## src/core/ofs_pkg.sv

```systemverilog
// Constants and types for the operand fetch fork sequencer
package ofs_pkg;
  localparam int          WORD_W       = 16;
  localparam logic [15:0] PC_STEP      = 16'h0002;
  localparam logic [2:0]  MODE_REG     = 3'h0;
  localparam logic [2:0]  REG_PC       = 3'h7;
  localparam logic [2:0]  MODE_IMM     = 3'h2;
  localparam logic [2:0]  MODE_REL     = 3'h6;
  localparam logic [2:0]  MODE_RELDEF  = 3'h7;
  localparam logic [15:0] PC_RESET     = 16'h0000;

  // Instruction classes from the decoder
  typedef enum logic [1:0] {
    CLS_OTHER  = 2'h0,
    CLS_BINARY = 2'h1,
    CLS_SINGLE = 2'h2,
    CLS_FLOAT  = 2'h3
  } ofs_class_type;

  // Which operand a fetch sequence serves
  typedef enum logic [1:0] {
    OPD_NONE = 2'h0,
    OPD_SRC  = 2'h1,
    OPD_DST  = 2'h2
  } ofs_opd_type;

  typedef enum logic [8:0] {
    ST_IDLE   = 9'h001,
    ST_AFORK  = 9'h002,
    ST_CALC   = 9'h004,
    ST_SETUP  = 9'h008,
    ST_XFER   = 9'h010,
    ST_NEXT   = 9'h020,
    ST_CFORK  = 9'h040,
    ST_BFORK  = 9'h080,
    ST_DONE   = 9'h100
  } ofs_state_type;

  // Purpose of the current bus cycle
  typedef enum logic [1:0] {
    CYC_OFFSET  = 2'h0,
    CYC_POINTER = 2'h1,
    CYC_OPERAND = 2'h2
  } ofs_cyc_type;
endpackage

```

## src/core/ofs_addr_calc.sv

```systemverilog
// Address formation for PC-relative operand modes (PC plus fetched offset)
`timescale 1ns/10ps
module ofs_addr_calc (
  // Clock and reset
  input  wire logic        mclk,
  input  wire logic        rstSyncN,
  // Operands
  input  wire logic        loadEn,
  input  wire logic [15:0] baseVal,
  input  wire logic [15:0] offsetVal,
  // Result
  output logic      [15:0] sumOut
);
  logic [15:0] sum_r;
  logic [15:0] sum_nxt;

  always_comb begin
    sum_nxt = sum_r;
    if (loadEn) begin
      // Carry out of bit 15 is dropped on purpose
      sum_nxt = 16'(baseVal + offsetVal);
    end
  end

  always_ff @(posedge mclk or negedge rstSyncN) begin
    if (!rstSyncN) begin
      sum_r <= ofs_pkg::PC_RESET;
    end else begin
      sum_r <= sum_nxt;
    end
  end

  assign sumOut = sum_r;
endmodule

```

## src/core/ofs_operand_fetch_fork_sequencer.sv

```systemverilog
// Operand fetch fork sequencer: A, C and B fork dispatch with two-state transfers
`timescale 1ns/10ps
module ofs_operand_fetch_fork_sequencer (
  // Clock and reset
  input  wire logic                  mclk,
  input  wire logic                  resetn,
  // Decoded instruction
  input  wire logic                  decodeValid,
  input  wire ofs_pkg::ofs_class_type instrClass,
  input  wire logic [2:0]            srcMode,
  input  wire logic [2:0]            srcReg,
  input  wire logic [2:0]            dstMode,
  input  wire logic [2:0]            dstReg,
  input  wire logic [15:0]           pcIn,
  input  wire logic [15:0]           srcRegVal,
  input  wire logic [15:0]           dstRegVal,
  // Memory side
  input  wire logic [15:0]           memRdata,
  output logic                       transferSetupCycle,
  output logic                       transferCycle,
  output logic [15:0]                memAddr,
  // Results
  output logic [15:0]                pcOut,
  output logic [15:0]                srcOperand,
  output logic [15:0]                dstOperand,
  output logic                       execStart,
  output logic                       busy,
  output logic                       sourceModeZeroClass,
  output logic                       destModeZeroClass
);
  // Reset release through two flops
  logic rstMeta_r;
  logic rstSyncN;
  always_ff @(posedge mclk or negedge resetn) begin
    if (!resetn) begin
      rstMeta_r <= 1'b0;
      rstSyncN  <= 1'b0;
    end else begin
      rstMeta_r <= 1'b1;
      rstSyncN  <= rstMeta_r;
    end
  end

  ofs_pkg::ofs_state_type state_r, state_nxt;
  ofs_pkg::ofs_opd_type   opd_r, opd_nxt;
  ofs_pkg::ofs_cyc_type   cyc_r, cyc_nxt;
  ofs_pkg::ofs_class_type cls_r, cls_nxt;
  logic [2:0]  sMode_r, sMode_nxt, dMode_r, dMode_nxt;
  logic [2:0]  sReg_r, sReg_nxt, dReg_r, dReg_nxt;
  logic [15:0] pc_r, pc_nxt, addr_r, addr_nxt;
  logic [15:0] src_r, src_nxt, dst_r, dst_nxt;
  logic [15:0] sVal_r, sVal_nxt, dVal_r, dVal_nxt;
  logic        setup_r, setup_nxt, xfer_r, xfer_nxt, exec_r, exec_nxt;
  logic        sm0_r, sm0_nxt, dm0_r, dm0_nxt;
  logic        busy_r, busy_nxt;
  logic        calcLoad;
  logic [15:0] calcOffset;
  logic [15:0] calcSum;
  logic [2:0]  curMode;
  logic [2:0]  curReg;
  logic [15:0] curVal;

  ofs_addr_calc uCalc (
    .mclk      (mclk),
    .rstSyncN  (rstSyncN),
    .loadEn    (calcLoad),
    .baseVal   (pc_r),
    .offsetVal (calcOffset),
    .sumOut    (calcSum)
  );

  always_comb begin
    curMode = (opd_r == ofs_pkg::OPD_SRC) ? sMode_r : dMode_r;
    curReg  = (opd_r == ofs_pkg::OPD_SRC) ? sReg_r : dReg_r;
    curVal  = (opd_r == ofs_pkg::OPD_SRC) ? sVal_r : dVal_r;
  end

  always_comb begin
    state_nxt = state_r;
    opd_nxt   = opd_r;
    cyc_nxt   = cyc_r;
    cls_nxt   = cls_r;
    sMode_nxt = sMode_r;
    dMode_nxt = dMode_r;
    sReg_nxt  = sReg_r;
    dReg_nxt  = dReg_r;
    sVal_nxt  = sVal_r;
    dVal_nxt  = dVal_r;
    pc_nxt    = pc_r;
    addr_nxt  = addr_r;
    src_nxt   = src_r;
    dst_nxt   = dst_r;
    setup_nxt = 1'b0;
    xfer_nxt  = 1'b0;
    exec_nxt  = 1'b0;
    sm0_nxt   = sm0_r;
    dm0_nxt   = dm0_r;
    calcLoad  = 1'b0;
    calcOffset = memRdata;
    case (state_r)
      ofs_pkg::ST_IDLE: begin
        if (decodeValid) begin
          cls_nxt   = instrClass;
          sMode_nxt = srcMode;
          dMode_nxt = dstMode;
          sReg_nxt  = srcReg;
          dReg_nxt  = dstReg;
          sVal_nxt  = srcRegVal;
          dVal_nxt  = dstRegVal;
          // Mode zero operands come straight from registers
          src_nxt   = srcRegVal;
          dst_nxt   = dstRegVal;
          pc_nxt    = pcIn;
          sm0_nxt   = (srcMode == ofs_pkg::MODE_REG);
          dm0_nxt   = (dstMode == ofs_pkg::MODE_REG);
          state_nxt = ofs_pkg::ST_AFORK;
        end
      end
      ofs_pkg::ST_AFORK: begin
        state_nxt = ofs_pkg::ST_BFORK;
        if (cls_r == ofs_pkg::CLS_BINARY && !sm0_r) begin
          opd_nxt   = ofs_pkg::OPD_SRC;
          state_nxt = ofs_pkg::ST_CALC;
        end else if ((cls_r == ofs_pkg::CLS_BINARY || cls_r == ofs_pkg::CLS_SINGLE) && !dm0_r) begin
          opd_nxt   = ofs_pkg::OPD_DST;
          state_nxt = ofs_pkg::ST_CALC;
        end
      end
      ofs_pkg::ST_CALC: begin
        // PC-based modes start at the PC; others use the register value
        if (curReg == ofs_pkg::REG_PC && (curMode == ofs_pkg::MODE_IMM ||
            curMode == ofs_pkg::MODE_REL || curMode == ofs_pkg::MODE_RELDEF)) begin
          addr_nxt = pc_r;
        end else begin
          addr_nxt = curVal;
        end
        cyc_nxt   = (curReg == ofs_pkg::REG_PC && curMode != ofs_pkg::MODE_IMM &&
                     (curMode == ofs_pkg::MODE_REL || curMode == ofs_pkg::MODE_RELDEF))
                    ? ofs_pkg::CYC_OFFSET : ofs_pkg::CYC_OPERAND;
        setup_nxt = 1'b1;
        state_nxt = ofs_pkg::ST_SETUP;
      end
      ofs_pkg::ST_SETUP: begin
        // Setup always precedes the moving cycle
        xfer_nxt  = 1'b1;
        state_nxt = ofs_pkg::ST_XFER;
      end
      ofs_pkg::ST_XFER: begin
        state_nxt = ofs_pkg::ST_NEXT;
        case (cyc_r)
          ofs_pkg::CYC_OFFSET: begin
            // Offset is added to the already stepped PC
            pc_nxt     = 16'(pc_r + ofs_pkg::PC_STEP);
            calcOffset = 16'(memRdata + ofs_pkg::PC_STEP);
            calcLoad   = 1'b1;
          end
          ofs_pkg::CYC_POINTER: begin
            addr_nxt = memRdata;
          end
          default: begin
            if (opd_r == ofs_pkg::OPD_SRC) begin
              src_nxt = memRdata;
            end else begin
              dst_nxt = memRdata;
            end
            if (curReg == ofs_pkg::REG_PC && curMode == ofs_pkg::MODE_IMM) begin
              pc_nxt = 16'(pc_r + ofs_pkg::PC_STEP);
            end
          end
        endcase
      end
      ofs_pkg::ST_NEXT: begin
        if (cyc_r == ofs_pkg::CYC_OFFSET) begin
          // Deferred goes via pointer: three cycles; plain relative two
          addr_nxt  = calcSum;
          cyc_nxt   = (curMode == ofs_pkg::MODE_RELDEF) ? ofs_pkg::CYC_POINTER
                      : ofs_pkg::CYC_OPERAND;
          setup_nxt = 1'b1;
          state_nxt = ofs_pkg::ST_SETUP;
        end else if (cyc_r == ofs_pkg::CYC_POINTER) begin
          // Pointer read done; third cycle fetches the operand
          cyc_nxt   = ofs_pkg::CYC_OPERAND;
          setup_nxt = 1'b1;
          state_nxt = ofs_pkg::ST_SETUP;
        end else begin
          state_nxt = (opd_r == ofs_pkg::OPD_SRC) ? ofs_pkg::ST_CFORK : ofs_pkg::ST_BFORK;
        end
      end
      ofs_pkg::ST_CFORK: begin
        state_nxt = ofs_pkg::ST_BFORK;
        if ((cls_r == ofs_pkg::CLS_FLOAT || cls_r == ofs_pkg::CLS_BINARY) && !dm0_r) begin
          opd_nxt   = ofs_pkg::OPD_DST;
          state_nxt = ofs_pkg::ST_CALC;
        end
      end
      ofs_pkg::ST_BFORK: begin
        exec_nxt  = 1'b1;
        opd_nxt   = ofs_pkg::OPD_NONE;
        state_nxt = ofs_pkg::ST_DONE;
      end
      ofs_pkg::ST_DONE: begin
        state_nxt = ofs_pkg::ST_IDLE;
      end
      default: begin
        state_nxt = ofs_pkg::ST_IDLE;
      end
    endcase
    // Registered so busy comes straight from a flop
    busy_nxt = (state_nxt != ofs_pkg::ST_IDLE);
  end

  always_ff @(posedge mclk or negedge rstSyncN) begin
    if (!rstSyncN) begin
      state_r <= ofs_pkg::ST_IDLE;
      opd_r   <= ofs_pkg::OPD_NONE;
      cyc_r   <= ofs_pkg::CYC_OPERAND;
      cls_r   <= ofs_pkg::CLS_OTHER;
      sMode_r <= ofs_pkg::MODE_REG;
      dMode_r <= ofs_pkg::MODE_REG;
      sReg_r  <= ofs_pkg::MODE_REG;
      dReg_r  <= ofs_pkg::MODE_REG;
      sVal_r  <= ofs_pkg::PC_RESET;
      dVal_r  <= ofs_pkg::PC_RESET;
      pc_r    <= ofs_pkg::PC_RESET;
      addr_r  <= ofs_pkg::PC_RESET;
      src_r   <= ofs_pkg::PC_RESET;
      dst_r   <= ofs_pkg::PC_RESET;
      setup_r <= 1'b0;
      xfer_r  <= 1'b0;
      exec_r  <= 1'b0;
      sm0_r   <= 1'b1;
      dm0_r   <= 1'b1;
      busy_r  <= 1'b0;
    end else begin
      state_r <= state_nxt;
      opd_r   <= opd_nxt;
      cyc_r   <= cyc_nxt;
      cls_r   <= cls_nxt;
      sMode_r <= sMode_nxt;
      dMode_r <= dMode_nxt;
      sReg_r  <= sReg_nxt;
      dReg_r  <= dReg_nxt;
      sVal_r  <= sVal_nxt;
      dVal_r  <= dVal_nxt;
      pc_r    <= pc_nxt;
      addr_r  <= addr_nxt;
      src_r   <= src_nxt;
      dst_r   <= dst_nxt;
      setup_r <= setup_nxt;
      xfer_r  <= xfer_nxt;
      exec_r  <= exec_nxt;
      sm0_r   <= sm0_nxt;
      dm0_r   <= dm0_nxt;
      busy_r  <= busy_nxt;
    end
  end

  assign transferSetupCycle  = setup_r;
  assign transferCycle       = xfer_r;
  assign memAddr             = addr_r;
  assign pcOut               = pc_r;
  assign srcOperand          = src_r;
  assign dstOperand          = dst_r;
  assign execStart           = exec_r;
  assign busy                = busy_r;
  assign sourceModeZeroClass = sm0_r;
  assign destModeZeroClass   = dm0_r;
endmodule

```

## config.mk

```make
export PLATFORM = sky130hd
export DESIGN_NAME = ofs_operand_fetch_fork_sequencer
export DESIGN_NICKNAME = d
export VERILOG_FILES = /design/src/core/ofs_pkg.sv /design/src/core/ofs_addr_calc.sv /design/src/core/ofs_operand_fetch_fork_sequencer.sv
export SDC_FILE = /design/constraint.sdc
export NUM_CORES = 1
export LEC_CHECK = 0
export BUFFER_PORTS_ARGS = -buffer_cell sky130_fd_sc_hd__buf_2
export CORE_ASPECT_RATIO = 1.4
export CORE_MARGIN = 4
export CORE_UTILIZATION = 54
export CTS_BUF_LIST = sky130_fd_sc_hd__clkbuf_8 sky130_fd_sc_hd__clkbuf_16
export CTS_CLUSTER_SIZE = 16
export DETAILED_ROUTE_END_ITERATION = 10
export GPL_TIMING_DRIVEN = 0
export PLACE_DENSITY = 0.78
export SKIP_LAST_GASP = 1
export SYNTH_ARGS = -nofsm -noshare
export SYNTH_HDL_FRONTEND = slang
export SYNTH_SLANG_ARGS = --single-unit
```

## constraint.sdc

```tcl
create_clock -name mclk -period 5.1 [get_ports mclk]
set_input_delay 0.51 -clock mclk [delete_from_list [all_inputs] [get_ports mclk]]
set_output_delay 0.51 -clock mclk [all_outputs]
set_load 0.01 [all_outputs]
```

# Yosys cells after proc, flatten, opt, wreduce, memory -nomap -nowiden
# Cells that the tools add are included.
# totals
reg_bits	147
input_bits	81
out_inout_bits	70
wordCells	130
# classes
addsub	3
eq_ne	30
muxes	45
reduce_logical	29
# op_table
operator	count
$mux 16	14
$pmux 16 s2	4
$pmux 9 s8	1
$mux 8	6
$pmux 16 s3	1
$add 16x2->16 const B	2
$add 16x16->16	1
$ne 2x2->1 const B	8
$mux 2	7
$reduce_and 4->1	3
$eq 3x3->1 const B	3
$eq 9x1->1 const B	1
$eq 9x2->1 const B	1
$eq 9x3->1 const B	1
$eq 9x4->1 const B	1
$eq 9x5->1 const B	1
$eq 9x6->1 const B	1
$eq 9x7->1 const B	1
$eq 9x8->1 const B	1
$mux 9	1
$ne 3x3->1 const B	3
$ne 9x1->1 const B	1
$logic_and 1x1->1	7
$eq 2x1->1 const B	3
other kinds (17)	34

# Logic depth before layout (Yosys ltp)
# logic_depth
ltp_word	8
depth_mapped	15
mapped_depth_nobuf	14

# Cells and area by module
# Synthesis repeated with hierarchy kept, for this count alone.
# unflattened
cells_unflattened	930
area_unflattened_um2	8137.8
# modules_own_cells
module	n_inst	cells_each	area_each_um2	seq_area_each_um2
ofs_operand_fetch_fork_sequencer	1	775	6734.0	3283.1
ofs_addr_calc	1	155	1403.8	400.4

# Worst setup path after synthesis
# OpenSTA, ideal clock, no wires.
# synth_path
path_type	register to register
from	register state_r[6]
to	register uCalc.sum_r[13], in the netlist uCalc.sumOut[13]
setup_time_ns	0.069
arrival_ns	3.055
t_required_ns	5.031
setup_slack_ns	1.977
stages_incl_launch_ff	15
n_path_buf	1
synth_period_minus_slack_ns	3.123
path_cell_list	dfrtp_1 nor4_4 and2_1 nand2_1 buf_6 nor3_2 nand2_1 xnor2_1 ha_1 nand3_1 o211ai_1 a21oi_1 a21oi_1 or4_1 nand3_1
# synth_between
elab_chain_cells	3
elab_cells_between_ends	4
cone_classes	1 x add/sub; 1 x eq/ne; 2 x mux
# synth_lines
element	line_no	text
start, declared	ofs_operand_fetch_fork_sequencer.sv:44	ofs_pkg::ofs_state_type state_r, state_nxt;
start signal, assigned	ofs_operand_fetch_fork_sequencer.sv:214	state_r <= ofs_pkg::ST_IDLE;
start signal, assigned	ofs_operand_fetch_fork_sequencer.sv:235	state_r <= state_nxt;
$eq 9x5->1 *	ofs_operand_fetch_fork_sequencer.sv:100	case (state_r)
$mux 16	ofs_operand_fetch_fork_sequencer.sv:100	
$add 16x16->16	ofs_addr_calc.sv:21	sum_nxt = 16'(baseVal + offsetVal);
end signal, assigned	ofs_addr_calc.sv:27	sum_r <= ofs_pkg::PC_RESET;
end signal, assigned	ofs_addr_calc.sv:29	sum_r <= sum_nxt;
end, declared	ofs_addr_calc.sv:14	logic [15:0] sum_r;
# Every way passes the cells marked *; elsewhere a longest branch is shown, timed or not.
# A chain may end at the register's enable or synchronous reset.

# Worst setup path after layout
# layout_path
from	register state_r[7]
to	register uCalc.sum_r[13], in the netlist uCalc.sumOut[13]
# Same word-level chain as after synthesis.

==> out/qor.log <==
INFO  floorplanning  floorplan.die.width=110um
INFO  power          power.share.sequential=0.371
INFO  route          routed_wire_length_per_instance=19.8um
INFO  layout         postLayoutCellArea=0.00946sqmm
INFO  min_path       hold_path.class=primary input to flop
INFO  setup_path     cpMaxStageDelayCell=dfrtp_1
INFO  setup_path     end_kind=flop
INFO  setup_path     crit_type=flop to flop
INFO  layout         layout_common_cells=nand2_1, buf_2, dfrtp_1
INFO  global_routing antenna_found_initial=0
INFO  place          dpl-instance-area=0.00888sqmm
INFO  setup_path     crit_path_max_fanout=10
INFO  setup_path     timing.critical_path.slowest_cell_delay=0.47ns
INFO  clock_network  tritoncts.num_buffers=17
INFO  sta            fin_tns_setup=0ns
INFO  clock_network  cts_tree=done
INFO  clock_network  clockRootBuffer=clkbuf_16
INFO  sta            finalHoldViolCount=0
INFO  floorplanning  std_cell_rows=51
INFO  route          drt_pass1_iterations=7
INFO  layout         nNetsFinal=1205
INFO  synthesis      ys_seq_elements=147
INFO  place          count_of_port_buffers_added_during_placement=150
INFO  power          power_frac_clock=0.220
INFO  floorplanning  fp.dieArea=0.0166sqmm
INFO  setup_path     worst-path-buf-inv=1
INFO  sta            clock-skew-final=0.00662ns
INFO  sta            max_clock_freq=264MHz
INFO  route          via_count=7806
INFO  clock_network  clock_latency_on_the_worst_skew_pair=0.43ns
INFO  place          gp_congestion=0.958
INFO  layout         antenna_cells=0
INFO  route          wirelength=25800um
INFO  place          preCtsSetupSlack=1.39ns
INFO  layout         layout_commonest_cell=nand2_1
INFO  setup_path     worst_setup_path_start_kind=flop
INFO  route          drtIter0Drc=617
INFO  layout         proportion_of_layout_cells_with_a_drive_suffix_above_1=0.209
INFO  synthesis      syn_area=0.00785sqmm
INFO  synthesis      ys_seq_area_frac=0.469
INFO  global_routing grt.overflow.total=0
INFO  global_routing grtUsageTotal=0.317
INFO  layout         final_util=0.671
INFO  route          viasPerCell=6.01
INFO  synthesis      synthCells=929
INFO  floorplanning  placeableCoreArea=0.0141sqmm
INFO  clock_network  cts_max_path_bufs=2
INFO  outcome        run_status=completed
INFO  synthesis      synth_edf_count=0
INFO  place          detailed_place_hpwl=19400um
INFO  synthesis      synth-main-ff-cell=dfrtp_1
INFO  synthesis      synth.net_count=1033
INFO  setup_path     worst-endpoint-required=5.46ns
INFO  synthesis      synthTopCellsByArea=dfrtp_1, nand2_1, a31oi_1
INFO  route          antenna_violating_nets_post_route=0
INFO  synthesis      yosys.area.top_type=dfrtp_1
INFO  synthesis      synth_area_per_cell=8.45squm
INFO  clock_network  cts.repair_timing.setup_buffer_count=0
INFO  setup_path     arrival_time_of_the_worst_setup_path=4.14ns
INFO  floorplanning  floorplan.initialDensity=0.556
INFO  global_routing grt_start_max_net_pins=66
INFO  power          powerDensity=592mW/mm^2
INFO  sta            min_period_over_period=0.741
INFO  clock_network  numClockSinks=147
INFO  power          net-switching-power=0.00239W
INFO  sta            final.setup.worst_slack=1.32ns
INFO  power          leakage=4.53nW
INFO  clock_network  clkTransAtPathRegs=0.07ns
INFO  setup_path     critical_path.top_delay_family=simple AND/OR/NAND/NOR gates
INFO  clock_network  postCtsResizedCells=0
INFO  power          share_of_power_burned_in_combinational_logic=0.409
INFO  power          ir_drop=0.319mV
INFO  route          drc=0
INFO  synthesis      yosys_warnings=0
INFO  sta            tightestPinTransition=0.775ns
INFO  synthesis      synth_top_area_share=0.456
INFO  clock_network  htreeDepth=4
INFO  global_routing first_pass_grt_wire_length=39700um
INFO  power          report.power.total=0.00561W
INFO  global_routing first_global_vias=7834
INFO  sta            slew-limit-headroom=0.483
INFO  run            drv_cap=0
INFO  sta            post-route-min-period=3.78ns
INFO  floorplanning  fp.dieH=151um
INFO  power          switching_share=0.426
INFO  sta            finalSetupViolations=0
INFO  sta            slew_viol_final=0
INFO  power          intPower=0.00322W
INFO  setup_path     timing.critical_path.cells=nor4_4, and2_1, nand2_1, buf_6, nor3_2, nand2_1, xnor2_1, ha_1, nand3_1, o211ai_1, a21oi_1, a21oi_1, or4_1, nand3_1
INFO  synthesis      asyncSetResetFlopFracSynth=1.00
INFO  synthesis      post_synth_num_cell_types=66
INFO  floorplanning  top_level_ports=151
INFO  sta            unrepaired_setup_endpoints_after_global_routing=false
INFO  layout         flow.area_growth_from_synthesis=20.6%
==> worst reg2reg max path, cell delays in order (launching register included) <==
cell      delay, ns
dfrtp_1        0.47
nor4_4         0.36
and2_1         0.29
nand2_1        0.15
buf_6          0.19
nor3_2         0.35
nand2_1        0.12
xnor2_1        0.14
ha_1           0.34
nand3_1        0.12
o211ai_1       0.15
a21oi_1        0.38
a21oi_1        0.14
or4_1          0.41
nand3_1        0.10
==> cell families (layout without fill, tap and decap cells) <==
logic type / count (synthesis) / in the layout / synth area share
other: 1 / 1 / 0.000478
and+or+nand+nor: 461 / 461 / 0.258
AOI/OAI and AO/OA: 198 / 198 / 0.159
DFF: 147 / 147 / 0.469
muxes: 6 / 6 / 0.00797
adders and majority gates: 23 / 23 / 0.0376
xor gates and xnor gates: 27 / 27 / 0.0301
buffers and inverters: 66 / 251 / 0.0373
==> timing repair <==
item | in CTS | in global routing
hold buffers | 1 | 0
endpoints found under the hold margin | 2 | 0
setup endpoints to repair | 0 | 0
==> path summary, 6_finish.rpt <==
path | from | end | slack (ns) | cells past startpoint
setup reg to reg | state_r[7] | uCalc.sumOut[13] | 1.32 | 14
hold reg to reg | rstSyncN | uCalc.sumOut[10] | 0.35 | 0
max in group asynchronous | rstSyncN | srcOperand[2] | 4.02 | 1
min in group asynchronous | rstSyncN | uCalc.sumOut[10] | 0.35 | 0
setup / recovery | state_r[7] | uCalc.sumOut[13] | 1.32 | 14
hold / removal | dstMode[1] | destModeZeroClass | 0.24 | 2
==> sequential cells by signal, summed over array words and instances (netlist names), 9 cells and up <==
name and flops:
state_r 9, srcOperand 16, uCalc.sumOut 16, dVal_r 16, memAddr 16, dstOperand 16
sVal_r 16, pcOut 16
==> routing by layer <==
layer / up-vias / routed length, um / global-route usage
li1: 3550 / - / -
met1: 3732 / 9480 / 0.372
met2: 411 / 12800 / 0.527
met3: 113 / 1910 / 0.0644
met4: 0 / 1630 / 0.193
met5: - / 0 / 0
==> power by group through the flow <==
stage | sequential, W | clock [W] | combinational (W)
final | 0.00208 | 0.00123 | 0.00229
after global routing | 0.00212 | 0.00128 | 0.00255
after CTS | 0.00206 | 0.00123 | 0.00228
after detailed placement | 0.00207 | 0 | 0.00226
after global placement | 0.00208 | 0 | 0.00219
after floorplan | 0.00205 | 0 | 0.00141
==> final cells by class <==
class | count | area (sq um)
buffer | 51 | 236
clock inverter | 15 | 145
multi-input combinational | 716 | 3870
tap | 185 | 231
timing repair buffer | 153 | 808
inverter | 15 | 56.3
sequential | 147 | 3690
fill | 1193 | 4640
clock buffer | 17 | 425
==> cells in the mapped netlist (2+ instances only) <==
| cell | instances |
|---|---|
| a211oi_1 | 2 |
| a21boi_0 | 2 |
| a21o_1 | 2 |
| a21oi_1 | 35 |
| a22o_1 | 16 |
| a22oi_1 | 2 |
| a31oi_1 | 51 |
| and2_1 | 4 |
| and3_1 | 2 |
| and4b_1 | 3 |
| buf_1 | 3 |
| buf_2 | 27 |
| clkbuf_1 | 19 |
| dfrtp_1 | 143 |
| dfstp_2 | 4 |
| ha_1 | 22 |
| inv_1 | 13 |
| inv_2 | 2 |
| mux2_2 | 2 |
| mux2i_1 | 4 |
| nand2_1 | 292 |
| nand2b_1 | 2 |
| nand3_1 | 33 |
| nand4_1 | 7 |
| nand4b_1 | 2 |
| nor2_1 | 74 |
| nor2b_1 | 5 |
| nor3_1 | 9 |
| nor3b_1 | 5 |
| nor4_1 | 6 |
| nor4_4 | 2 |
| o211ai_1 | 18 |
| o21a_1 | 2 |
| o21ai_0 | 37 |
| o21ai_1 | 9 |
| o21ai_2 | 2 |
| o22ai_1 | 7 |
| o31ai_1 | 3 |
| o41ai_1 | 2 |
| or4_1 | 3 |
| xnor2_1 | 19 |
| xor2_1 | 8 |
==> metrics by stage <==
step	hold WS [ns]	cells
global route	0.252	1299
finish	0.240	1299
floorplan	0.214	929
detailed placement	0.296	1266
global placement	0.297	1264
CTS	0.244	1299
No activity file was read; power rests on OpenSTA's default activity.
